==> src/scp_pkg.sv <==
// Shared constants and types of the serial port core
// Assumes a 32-bit APB master and one system clock.
package scp_pkg;

  // --------------------------------------------------------------
  // Register map
  // --------------------------------------------------------------
  localparam int unsigned PADDR_W      = 8;
  localparam logic [7:0]  OFF_CONTROL  = 8'h00;
  localparam logic [7:0]  OFF_DATA     = 8'h04;
  localparam logic [7:0]  OFF_STATUS   = 8'h08;
  localparam logic [7:0]  OFF_MASK     = 8'h0c;
  localparam logic [7:0]  OFF_ADDR     = 8'h10;
  localparam logic [7:0]  OFF_AMASK    = 8'h14;
  localparam logic [7:0]  OFF_BAUD     = 8'h18;

  // Control register fields
  localparam int unsigned CTL_RX_DONE  = 0;
  localparam int unsigned CTL_TX_DONE  = 1;
  localparam int unsigned CTL_RX_NINTH = 2;
  localparam int unsigned CTL_TX_NINTH = 3;
  localparam int unsigned CTL_REN      = 4;
  localparam int unsigned CTL_MP       = 5;
  localparam int unsigned CTL_MODE_LO  = 6;
  localparam int unsigned CTL_MODE_HI  = 7;

  // Sticky status fields, same layout in the mask register
  localparam int unsigned ST_W         = 4;
  localparam int unsigned ST_RX_DONE   = 0;
  localparam int unsigned ST_TX_DONE   = 1;
  localparam int unsigned ST_OVERRUN   = 2;
  localparam int unsigned ST_FRAME     = 3;
  localparam int unsigned BAUD_SMOD    = 16;

  // Reset values
  localparam logic [7:0]  CONTROL_RST  = 8'h00;
  localparam logic [3:0]  MASK_RST     = 4'h0;
  localparam logic [7:0]  ADDR_RST     = 8'h00;
  localparam logic [7:0]  AMASK_RST    = 8'h00;
  localparam logic [15:0] RELOAD_RST   = 16'h0000;

  // Timing counts in 16x ticks (OS_*) and in system clock cycles
  localparam logic [3:0]  OS_LAST      = 4'hf;
  localparam logic [3:0]  OS_MID       = 4'h7;
  localparam logic [3:0]  M0_LAST      = 4'hb;
  localparam logic [3:0]  M0_HALF      = 4'h6;
  localparam logic [15:0] M2_FAST      = 16'h0001;
  localparam logic [15:0] M2_SLOW      = 16'h0003;

  typedef enum logic [1:0] {
    SCP_SYNC, SCP_ASYNC8, SCP_ASYNC9_FIXED, SCP_ASYNC9_VAR
  } scp_mode_type;

  typedef enum logic [2:0] {
    TX_IDLE, TX_START, TX_DATA, TX_NINTH, TX_STOP
  } scp_tx_state_type;

  typedef enum logic [1:0] {
    RX_IDLE, RX_START, RX_BITS, RX_STOP
  } scp_rx_state_type;

  function automatic logic scp_nine(input scp_mode_type m);
    return (m == SCP_ASYNC9_FIXED) || (m == SCP_ASYNC9_VAR);
  endfunction

endpackage

==> src/scp_rx.sv <==
// Asynchronous receive shifter with 16x oversampling
// Assumes a synchronised line level and a one-cycle 16x tick.
`timescale 1ns/1ps
module scp_rx (
  input  wire logic       pclk,
  input  wire logic       presetn,
  input  wire logic       tick,
  input  wire logic       enable,
  input  wire logic       nine_bits,
  input  wire logic       line,
  output      logic       done,
  output      logic [7:0] data,
  output      logic       ninth,
  output      logic       stop_bit
);
  import scp_pkg::*;

  scp_rx_state_type state;
  logic [3:0]       os;
  logic [3:0]       bitcnt;
  logic [8:0]       sh;

  wire       at_mid   = tick & (os == OS_MID);
  wire       at_bit   = tick & (os == OS_LAST);
  wire [3:0] last_bit = nine_bits ? 4'h8 : 4'h7;

  always_ff @(posedge pclk or negedge presetn) begin
    if (!presetn) begin
      state    <= RX_IDLE;
      os       <= 4'h0;
      bitcnt   <= 4'h0;
      sh       <= 9'h000;
      done     <= 1'b0;
      data     <= 8'h00;
      ninth    <= 1'b0;
      stop_bit <= 1'b0;
    end else begin
      done <= 1'b0;
      if (tick) begin
        os <= os + 4'h1;
      end
      case (state)
        RX_IDLE: begin
          os <= 4'h0;
          if (enable && !line) begin
            state <= RX_START;
          end
        end
        RX_START: begin
          // Start bit must still be low at its middle
          if (at_mid) begin
            os     <= 4'h0;
            bitcnt <= 4'h0;
            state  <= line ? RX_IDLE : RX_BITS;
          end
        end
        RX_BITS: begin
          if (at_bit) begin
            sh     <= {line, sh[8:1]};
            bitcnt <= bitcnt + 4'h1;
            if (bitcnt == last_bit) begin
              state <= RX_STOP;
            end
          end
        end
        RX_STOP: begin
          if (at_bit) begin
            done     <= 1'b1;
            stop_bit <= line;
            data     <= nine_bits ? sh[7:0] : sh[8:1];
            ninth    <= nine_bits ? sh[8] : line;
            state    <= RX_IDLE;
          end
        end
        default: state <= RX_IDLE;
      endcase
    end
  end

endmodule

==> src/scp_core.sv <==
// Serial port core: APB registers, transmitter, receivers, interrupt
// Assumes an APB master on pclk and a remote node on the two pins.
// Contract
// - Supports full-duplex async, half-duplex sync and multiprocessor modes.
// - Receive path detects framing errors and recognises its own address.
// - Received bytes go to a holding buffer while the next shifts in.
// - Overrun flag sets when a new byte arrives before the last is read.
// - One data address: reads give received byte, writes load transmitter.
// - Transmit-done flag, control bit 1, sets when a byte has been sent.
// - Receive-done flag, control bit 0, sets when a byte has been received.
// - Flags never clear on interrupt entry; software clears them explicitly.
// - One interrupt request while an enabled done flag is set; the overrun and frame flags also raise it when enabled.
// - Sync mode: device makes shift clock at system clock over twelve.
// - Async 8-bit frame: start, eight data bits LSB first, one stop.
// - Byte loads only if receive-done clear and, if checking, stop is one (8-bit) or ninth bit is one and address matches (9-bit).
`timescale 1ns/1ps
module scp_core (
  input  wire logic                        pclk,
  input  wire logic                        presetn,
  input  wire logic                        psel,
  input  wire logic                        penable,
  input  wire logic                        pwrite,
  input  wire logic [scp_pkg::PADDR_W-1:0] paddr,
  input  wire logic [31:0]                 pwdata,
  output      logic [31:0]                 prdata,
  output      logic                        pready,
  output      logic                        pslverr,
  input  wire logic                        rx_pin_in,
  output      logic                        rx_pin_out,
  output      logic                        rx_pin_oe,
  output      logic                        tx_pin_out,
  output      logic                        irq
);
  import scp_pkg::*;

  // ------------------------------------------------------------
  // Registers
  // ------------------------------------------------------------
  scp_mode_type     mode;
  logic             mp_en;
  logic             ren;
  logic             tb8;
  logic             rb8;
  logic [ST_W-1:0]  sticky;
  logic [ST_W-1:0]  irq_mask;
  logic [7:0]       own_addr;
  logic [7:0]       addr_mask;
  logic [15:0]      reload;
  logic             smod;
  logic [7:0]       rx_buf;
  logic             rx_unread;

  // ------------------------------------------------------------
  // APB decode
  // ------------------------------------------------------------
  wire setup     = psel & ~penable;
  wire access    = psel & penable;
  wire hit_ctl   = paddr == OFF_CONTROL;
  wire hit_data  = paddr == OFF_DATA;
  wire hit_stat  = paddr == OFF_STATUS;
  wire hit_mask  = paddr == OFF_MASK;
  wire hit_addr  = paddr == OFF_ADDR;
  wire hit_amask = paddr == OFF_AMASK;
  wire hit_baud  = paddr == OFF_BAUD;
  wire mapped    = hit_ctl | hit_data | hit_stat | hit_mask | hit_addr
                   | hit_amask | hit_baud;
  wire wr        = access & pwrite;
  wire rd        = access & ~pwrite;
  wire tx_kick   = wr & hit_data;
  wire ri        = sticky[ST_RX_DONE];
  wire ti        = sticky[ST_TX_DONE];
  wire nine      = scp_nine(mode);
  wire is_sync   = mode == SCP_SYNC;

  assign pready     = 1'b1;
  assign pslverr    = access & ~mapped;
  assign rx_pin_out = 1'b0;

  wire [7:0] ctl_view = {mode, mp_en, ren, tb8, rb8, ti, ri};
  wire [31:0] rd_value =
      hit_ctl   ? {24'h000000, ctl_view} :
      hit_data  ? {24'h000000, rx_buf} :
      hit_stat  ? {28'h0000000, sticky} :
      hit_mask  ? {28'h0000000, irq_mask} :
      hit_addr  ? {24'h000000, own_addr} :
      hit_amask ? {24'h000000, addr_mask} :
      hit_baud  ? {15'h0000, smod, reload} : 32'h00000000;

  always_ff @(posedge pclk or negedge presetn) begin
    if (!presetn) begin
      prdata <= 32'h00000000;
    end else if (setup && !pwrite) begin
      prdata <= rd_value;
    end
  end

  always_ff @(posedge pclk or negedge presetn) begin
    if (!presetn) begin
      mode      <= scp_mode_type'(CONTROL_RST[CTL_MODE_HI:CTL_MODE_LO]);
      {mp_en, ren, tb8} <= CONTROL_RST[CTL_MP:CTL_TX_NINTH];
      irq_mask  <= MASK_RST;
      own_addr  <= ADDR_RST;
      addr_mask <= AMASK_RST;
      reload    <= RELOAD_RST;
      smod      <= 1'b0;
    end else if (wr) begin
      if (hit_ctl) begin
        mode  <= scp_mode_type'(pwdata[CTL_MODE_HI:CTL_MODE_LO]);
        mp_en <= pwdata[CTL_MP];
        ren   <= pwdata[CTL_REN];
        tb8   <= pwdata[CTL_TX_NINTH];
      end
      if (hit_mask) irq_mask <= pwdata[ST_W-1:0];
      if (hit_addr) own_addr <= pwdata[7:0];
      if (hit_amask) addr_mask <= pwdata[7:0];
      if (hit_baud) begin
        reload <= pwdata[15:0];
        smod   <= pwdata[BAUD_SMOD];
      end
    end
  end

  // ------------------------------------------------------------
  // Baud tick: 16x oversampling rate
  // ------------------------------------------------------------
  logic [15:0] baud_cnt;
  wire  [15:0] baud_top = (mode == SCP_ASYNC9_FIXED) ? (smod ? M2_FAST : M2_SLOW)
                                                      : reload;
  wire         tick16   = baud_cnt == baud_top;

  always_ff @(posedge pclk or negedge presetn) begin
    if (!presetn) baud_cnt <= 16'h0000;
    else          baud_cnt <= tick16 ? 16'h0000 : baud_cnt + 16'h0001;
  end

  // ------------------------------------------------------------
  // Receive pin synchroniser
  // ------------------------------------------------------------
  logic [2:0] rx_sync;
  logic       rx_level;

  always_ff @(posedge pclk or negedge presetn) begin
    if (!presetn) begin
      rx_sync  <= 3'h7;
      rx_level <= 1'b1;
    end else begin
      rx_sync <= {rx_sync[1:0], rx_pin_in};
      if (rx_sync[1] == rx_sync[2]) rx_level <= rx_sync[2];
    end
  end

  // ------------------------------------------------------------
  // Asynchronous transmitter
  // ------------------------------------------------------------
  scp_tx_state_type tx_state;
  logic [3:0]       tx_os;
  logic [2:0]       tx_bit;
  logic [8:0]       tx_sh;
  logic             tx_line;
  logic             tx_set;
  wire              tx_tick = tick16 & (tx_os == OS_LAST);

  always_ff @(posedge pclk or negedge presetn) begin
    if (!presetn) begin
      tx_state <= TX_IDLE;
      tx_os    <= 4'h0;
      tx_bit   <= 3'h0;
      tx_sh    <= 9'h000;
      tx_line  <= 1'b1;
      tx_set   <= 1'b0;
    end else begin
      tx_set <= 1'b0;
      if (tick16) tx_os <= tx_os + 4'h1;
      case (tx_state)
        TX_IDLE: begin
          tx_os   <= 4'h0;
          tx_line <= 1'b1;
          if (tx_kick && !is_sync) begin
            tx_sh    <= {tb8, pwdata[7:0]};
            tx_line  <= 1'b0;
            tx_state <= TX_START;
          end
        end
        TX_START: if (tx_tick) begin
          tx_bit   <= 3'h0;
          tx_line  <= tx_sh[0];
          tx_state <= TX_DATA;
        end
        TX_DATA: if (tx_tick) begin
          tx_sh  <= tx_sh >> 1;
          tx_bit <= tx_bit + 3'h1;
          if (tx_bit == 3'h7) begin
            tx_line  <= nine ? tx_sh[1] : 1'b1;
            tx_set   <= ~nine;
            tx_state <= nine ? TX_NINTH : TX_STOP;
          end else begin
            tx_line <= tx_sh[1];
          end
        end
        TX_NINTH: if (tx_tick) begin
          tx_line  <= 1'b1;
          tx_set   <= 1'b1;
          tx_state <= TX_STOP;
        end
        TX_STOP: if (tx_tick) tx_state <= TX_IDLE;
        default: tx_state <= TX_IDLE;
      endcase
    end
  end

  // ------------------------------------------------------------
  // Synchronous shifter, master of the shift clock
  // ------------------------------------------------------------
  logic       m0_busy;
  logic       m0_rx;
  logic [3:0] m0_cnt;
  logic [2:0] m0_bit;
  logic [7:0] m0_sh;
  logic       m0_smp;
  logic       m0_clk;
  logic       m0_tx_set;
  logic       m0_rx_set;
  wire        m0_wrap     = m0_cnt == M0_LAST;
  wire        m0_go_tx    = is_sync & ~m0_busy & tx_kick;
  // A byte still on its way to the flag blocks a restart for one cycle
  wire        m0_go_rx    = is_sync & ~m0_busy & ~tx_kick & ren & ~ri & ~m0_rx_set;
  wire        m0_end      = m0_busy & m0_wrap & (m0_bit == 3'h7);
  wire [7:0]  m0_rx_byte  = {m0_smp, m0_sh[7:1]};

  always_ff @(posedge pclk or negedge presetn) begin
    if (!presetn) begin
      m0_busy   <= 1'b0;
      m0_rx     <= 1'b0;
      m0_cnt    <= 4'h0;
      m0_bit    <= 3'h0;
      m0_sh     <= 8'h00;
      m0_smp    <= 1'b1;
      m0_clk    <= 1'b1;
      rx_pin_oe <= 1'b0;
      m0_tx_set <= 1'b0;
      m0_rx_set <= 1'b0;
    end else begin
      m0_tx_set <= m0_end & ~m0_rx;
      m0_rx_set <= m0_end & m0_rx;
      if (m0_go_tx || m0_go_rx) begin
        m0_busy   <= 1'b1;
        m0_rx     <= m0_go_rx;
        m0_cnt    <= 4'h0;
        m0_bit    <= 3'h0;
        m0_sh     <= m0_go_tx ? pwdata[7:0] : 8'h00;
        m0_clk    <= 1'b0;
        rx_pin_oe <= m0_go_tx & ~pwdata[0];
      end else if (m0_busy) begin
        m0_cnt <= m0_wrap ? 4'h0 : m0_cnt + 4'h1;
        // Low for six cycles then high for six: twelve per bit
        m0_clk <= m0_wrap ? m0_end : (m0_cnt >= M0_HALF - 4'h1);
        if (m0_cnt == M0_HALF) m0_smp <= rx_level;
        if (m0_wrap) begin
          m0_sh     <= m0_rx ? m0_rx_byte : m0_sh >> 1;
          m0_bit    <= m0_bit + 3'h1;
          rx_pin_oe <= ~m0_rx & ~m0_end & ~m0_sh[1];
          if (m0_end) m0_busy <= 1'b0;
        end
      end
    end
  end

  assign tx_pin_out = is_sync ? m0_clk : tx_line;

  // ------------------------------------------------------------
  // Asynchronous receiver and load decision
  // ------------------------------------------------------------
  wire       rx_done;
  wire [7:0] rx_data;
  wire       rx_ninth;
  wire       rx_stop;

  scp_rx u_rx (
    .pclk      (pclk),
    .presetn   (presetn),
    .tick      (tick16),
    .enable    (ren & ~is_sync),
    .nine_bits (nine),
    .line      (rx_level),
    .done      (rx_done),
    .data      (rx_data),
    .ninth     (rx_ninth),
    .stop_bit  (rx_stop)
  );

  wire addr_hit = ((rx_data ^ own_addr) & addr_mask) == 8'h00;
  wire mp_ok    = ~mp_en | (nine ? (rx_ninth & addr_hit) : rx_stop);
  wire as_load  = rx_done & mp_ok & ~ri;
  wire rx_load  = as_load | m0_rx_set;
  wire rd_data  = rd & hit_data;

  always_ff @(posedge pclk or negedge presetn) begin
    if (!presetn) begin
      rx_buf    <= 8'h00;
      rb8       <= 1'b0;
      rx_unread <= 1'b0;
    end else begin
      if (as_load) begin
        rx_buf <= rx_data;
        rb8    <= nine ? rx_ninth : rx_stop;
      end else if (m0_rx_set) begin
        rx_buf <= m0_sh;
      end
      rx_unread <= rx_load | (rx_unread & ~rd_data);
    end
  end

  // ------------------------------------------------------------
  // Sticky flags, interrupt
  // ------------------------------------------------------------
  wire [ST_W-1:0] set_vec;
  wire [ST_W-1:0] clr_vec;
  assign set_vec[ST_RX_DONE] = rx_load;
  assign set_vec[ST_TX_DONE] = tx_set | m0_tx_set;
  assign set_vec[ST_OVERRUN] = (rx_done & mp_ok & (ri | rx_unread))
                               | (m0_rx_set & rx_unread);
  assign set_vec[ST_FRAME]   = rx_done & ~rx_stop;
  assign clr_vec = (wr & hit_stat) ? pwdata[ST_W-1:0] :
                   (wr & hit_ctl)  ? {2'b00, pwdata[CTL_TX_DONE:CTL_RX_DONE]} :
                   {ST_W{1'b0}};

  generate
    for (genvar i = 0; i < ST_W; i++) begin : g_flag
      always_ff @(posedge pclk or negedge presetn) begin
        if (!presetn) sticky[i] <= 1'b0;
        else          sticky[i] <= set_vec[i] | (sticky[i] & ~clr_vec[i]);
      end
    end
  endgenerate

  assign irq = |(sticky & irq_mask);
endmodule

==> config.mk <==
export PLATFORM = sky130hd
export DESIGN_NAME = scp_core
export DESIGN_NICKNAME = d
export VERILOG_FILES = /design/src/scp_pkg.sv /design/src/scp_rx.sv /design/src/scp_core.sv
export SDC_FILE = /design/constraint.sdc
export NUM_CORES = 1
export LEC_CHECK = 0
export ABC_AREA = 1
export BUFFER_PORTS_ARGS = -buffer_cell sky130_fd_sc_hd__buf_2
export CAP_MARGIN = 20
export CORE_ASPECT_RATIO = 1.1
export CORE_UTILIZATION = 60
export CTS_CLUSTER_SIZE = 8
export DETAILED_ROUTE_END_ITERATION = 6
export GPL_TIMING_DRIVEN = 0
export HOLD_SLACK_MARGIN = 0.05
export PLACE_DENSITY = 0.92
export SLEW_MARGIN = 10
export SYNTH_ARGS = -nofsm -noshare
export SYNTH_HDL_FRONTEND = slang
export SYNTH_SLANG_ARGS = --single-unit
==> constraint.sdc <==
create_clock -name pclk -period 5.7 [get_ports pclk]
set_input_delay 1.71 -clock pclk [delete_from_list [all_inputs] [get_ports pclk]]
set_output_delay 1.71 -clock pclk [all_outputs]
set_load 0.05 [all_outputs]
# After elaboration in Yosys (flattened, before gate mapping)
# Index checks and enable logic that the tools add are counted.
# word_totals
ff_bits,181
word_cells,284
out_inout_bits,38
# classes
bitwise,77
mux,82
add_sub_neg,7
reduce_logical,37
n_eq_ne,36
n_lt_le_gt_ge,1
# ops
cell,count
$mux W17,7
$mux W8,8
$mux W4,11
$and A1 B1 Y1,37
$mux W3,11
$mux W16,2
$mux W1,25
$eq A8 B5 Y1 const B,3
$not A1 Y1,21
$mux W9,2
$pmux W9 S2,1
$add A16 B1 Y16 const B,1
$add A4 B1 Y4 const B,4
$eq A16 B16 Y1,1
$eq A8 B4 Y1 const B,2
$logic_not A8 Y1,2
$mux W2,8
$or A1 B1 Y1,16
$pmux W4 S2,2
$reduce_and A2 Y1,8
$pmux W3 S5,1
$reduce_bool A2 Y1,7
$eq A4 B4 Y1 const B,3
$ne A2 B2 Y1 const B,6
30 further kinds,51

# Logic depth before layout (Yosys ltp)
# logic_depth
word_depth,11
ltp_mapped,17
depth_no_buf,16

# Cells and area by module
# Synthesis repeated with hierarchy kept, for this count alone.
# unflattened
cells_unflattened,1041
area_unflattened_um2,8446.9
# by_module_without_submodules
module,n_inst,area_per_inst_um2,cells_per_inst
scp_core,1,7024.2,881
scp_rx,1,1422.6,160

# Least setup slack after synthesis
# OpenSTA, ideal clock, no wires.
# synth_timing
path_type,input port to output port
from,in paddr[7] (netlist bit)
to,out pslverr
path_stages,7
path_slack_ns,0.130
required_ns,3.990
t_arrival_ns,3.860
path_buffers,1
path_cell_list,inv_1 -> nand4_1 -> nor2_1 -> clkbuf_1 -> nor3_1 -> nand3_1 -> nor4_1
# synth_between
elab_chain_len,9
word_cells_on_any_way,15
classes_between,eq/ne (6); bitwise (8); reduce/logical (1)
# synth_rtl
element,line_no,text
"start, declared",scp_core.sv:23,"input wire logic [scp_pkg::PADDR_W-1:0] paddr,"
$eq A8 B3 Y1 or $logic_not A8 Y1 (tied branches),"scp_core.sv:59, scp_core.sv:58",
$or A1 B1 Y1 (4 in series),scp_core.sv:65,wire mapped = hit_ctl | hit_data | hit_stat | hit_mask | hit_addr
$or A1 B1 Y1,scp_core.sv:66,| hit_amask | hit_baud;
$or A1 B1 Y1 (*),scp_core.sv:66,
$not A1 Y1 (*),scp_core.sv:76,assign pslverr = access & ~mapped;
$and A1 B1 Y1 (*),scp_core.sv:76,
"end, declared",scp_core.sv:27,"output logic pslverr,"
# Every way passes the cells marked *; elsewhere a longest branch is shown, timed or not.

# Worst setup path in the final report
# layout_timing
from,in paddr[1] (netlist bit)
to,out pslverr
# The elaborated chain is that of the path after synthesis.

==> impl_metrics.env <==
export IMPL_critPathRequiredTime_ns=3.99
export IMPL_vias=7997
export IMPL_crit_path_max_incr_delay_ns=0.79
export IMPL_cts_setup_buffers=0
export IMPL_n_fill_cell=981
export IMPL_power_static_leakage_uw=0.00495
export IMPL_hp_start="rx_sync[0]"
export IMPL_io_buffers=51
export IMPL_initial_core_util=0.617
export IMPL_start_kind="primary input"
export IMPL_timing_rr_start="mode[1]"
export IMPL_fin_worst_skew_ns=0.00733
export IMPL_cts_resized=0
export IMPL_nets=1229
export IMPL_clockRootBuffer="clkbuf_16"
export IMPL_ir_worst_vdd_uv=247
export IMPL_final_max_slew_violation_count=0
export IMPL_synth_edff_count=0
export IMPL_layout_setup_ws_ns=0.591
export IMPL_synth_avg_cell_area_sq_um=7.91
export IMPL_numClockSinks=166
export IMPL_crit_type="in -> out"
export IMPL_ys_async_sr_fraction=1.00
export IMPL_netlist_top_cells_count="300 x nand2_1, 159 x dfrtp_1, 123 x inv_1"
export IMPL_clock_path_buffers=2
export IMPL_ys_flop_type="dfrtp_1"
export IMPL_dr_pass1_iters=7
export IMPL_die_area_sq_um=14800
export IMPL_drt_vias_per_instance=5.82
export IMPL_r2r_slack_ns=3.11
export IMPL_ctsHoldBuffers=0
export IMPL_setup_tns_ns=0
export IMPL_min_to="rx_sync[1]"
export IMPL_worst_pin_slew_ns=0.957
export IMPL_routed_wl_mm=22.7
export IMPL_routedWlPerCell_microns=16.5
export IMPL_grt_pass1_wl_mm=36.5
export IMPL_overflow=0
export IMPL_remaining_drc_errors=5
export IMPL_finalHoldViolCount=0
export IMPL_clock_latency_ns=0.44
export IMPL_hp_class="reg -> reg"
export IMPL_dpl_hpwl_mm=15.4
export IMPL_die_x_microns=116
export IMPL_postRouteAntennaNets=0
export IMPL_arrival_ns=3.40
export IMPL_routabilityCongestion=0.923
export IMPL_ys_warn_count=0
export IMPL_area_delta_synth_final_pct=14.2
export IMPL_min_period_ns=5.11
export IMPL_synth_cell_types=47
export IMPL_path_clk_slew_ns=0.06
export IMPL_fp_dieH_microns=127
export IMPL_synthesis_area_sq_um=8580
export IMPL_synthesis_instances=1085
export IMPL_row_count=45
export IMPL_max_cap_violations=0
export IMPL_crit_slowest_cell="nor3_1"
export IMPL_cp_max_fo=9
export IMPL_r2r_end="m0_sh[6]"
export IMPL_grt_pass1_vias=7727
export IMPL_cts_tree="yes"
export IMPL_violations="design-rule violations"
export IMPL_gr_usage_all_layers=0.323
export IMPL_yosysMostFrequentCell="nand2_1"
export IMPL_reg2reg_depth=12
export IMPL_yosysSeqAreaShare=0.485
export IMPL_outcome="complete, but fails checks"
export IMPL_grt_setup_unrepaired="false"
export IMPL_slew_headroom=0.357
export IMPL_min_path_cells=0
export IMPL_synth_top_area_share=0.464
export IMPL_drt_iter0_drc=969
export IMPL_top_level_ports=84
export IMPL_cts_inserted_buffers=17
export IMPL_antenna_found_initial=0
export IMPL_layout_drive_gt1_share=0.133
export IMPL_max_freq_ghz=0.196
export IMPL_setup_viol=0
export IMPL_core_sq_um=13900
export IMPL_synthTopCellsByArea="dfrtp_1 46%, nand2_1 13%, o21ai_0 6.9%, nand3_1 5.8%, inv_1 5.4%"
export IMPL_yosys_area_top_type="dfrtp_1"
export IMPL_grt_max_degree=90
export IMPL_h_tree_depth=4
export IMPL_p_per_area_nw_per_um2=331
export IMPL_power_uw=3240
export IMPL_setup_worst_path_end_class="output port"
export IMPL_cp_cell_sequence="buf_2 > nor2_1 > nand2_1 > nor3_1 > nor3_1 > nand3_1 > nor4_1 > buf_2"
export IMPL_post_place_ws_ns=0.609
export IMPL_period_share=0.896
export IMPL_ys_ff_latch=166
kinds of logic after synthesis:
family / share of synthesized area
and+or+nand+nor: 0.269
AOI/OAI and AO/OA: 0.123
buffers and inverters: 0.0880
DFF: 0.485
adders and majority gates: 0.0187
muxes: 0.00918
xor gates and xnor gates: 0.00612
other: 0.000875
worst max path at each step:
stage               startpoint            end  slack [ns]  cells past startpoint
CTS                   paddr[1]        pslverr        0.67                      8
global placement       presetn  u_rx.state[0]        0.48                      1
global route          paddr[1]        pslverr        0.45                      7
floorplan             paddr[7]        pslverr        0.13                      7
finish                paddr[1]        pslverr        0.59                      8
detailed placement    paddr[1]        pslverr        0.61                      8
sequential cells by signal, indices dropped and copies added (netlist names), 4 cells and up, named ones only:
signal / flops
prdata: 17
baud_cnt: 16
reload: 16
tx_sh: 9
u_rx.sh: 9
addr_mask: 8
m0_sh: 8
own_addr: 8
rx_buf: 8
u_rx.data: 8
irq_mask: 4
m0_cnt: 4
tx_os: 4
u_rx.bitcnt: 4
u_rx.os: 4
area by class of cell:
class / instances / area (sq um) / area share
Clock buffer: 18 / 429 / 0.0438
Clock inverter: 14 / 200 / 0.0204
Sequential cell: 166 / 4160 / 0.425
Antenna cell: 1 / 2.50 / 0.000255
Multi-Input combinational cell: 762 / 3720 / 0.380
Timing Repair Buffer: 52 / 293 / 0.0299
Tap cell: 188 / 235 / 0.0240
Inverter: 128 / 480 / 0.0490
Buffer: 44 / 275 / 0.0281
layer usage:
metal  vias up  wire, microns  GRT usage
li1       3693              -          -
met1      3724           8590      0.377
met2       460          10900      0.537
met3       120           1860     0.0688
met4         0           1360      0.209
met5         -              0          0
placed cells by master, fill, tap and decap left out, drive strengths merged, types with 2 or more instances in the layout:
master,n
a21oi,31
clkinv,7
a31oi,2
clkinvlp,3
nand3,100
mux2,7
nand2,305
dfstp,7
nand4,20
clkbuf,35
inv,128
o21ai,134
a211oi,2
dfrtp,159
o211ai,6
a221oi,6
or2,7
nor2,78
conb,17
nor3,16
buf,79
nor4,4
bufinv,4
xor2,6
ha,12
per-stage QoR:
step / std cells / utilization / area, sq um / hold WS (ns)
detailed placement: 1340 / 0.659 / 9170 / 0.347
finish: 1373 / 0.705 / 9800 / 0.356
floorplan: 1100 / - / 8640 / 0.345
global route: 1372 / 0.704 / 9800 / 0.363
CTS: 1372 / 0.704 / 9800 / 0.356
global placement: 1339 / 0.657 / 9130 / 0.347
worst max-delay path, delay by kind of cell:
kind | cells | cell delay (ns)
AND/OR/NAND/NOR | 6 | 1.33
buffers and inverters | 2 | 0.36
power by group:
group	leakage, uW	switching (uW)	internal, uW	total, uW
sequential	0.00218	97.9	1300	1400
combinational	0.00248	412	187	599
clock	0.000297	506	737	1240
No activity file was read; power rests on OpenSTA's default activity.
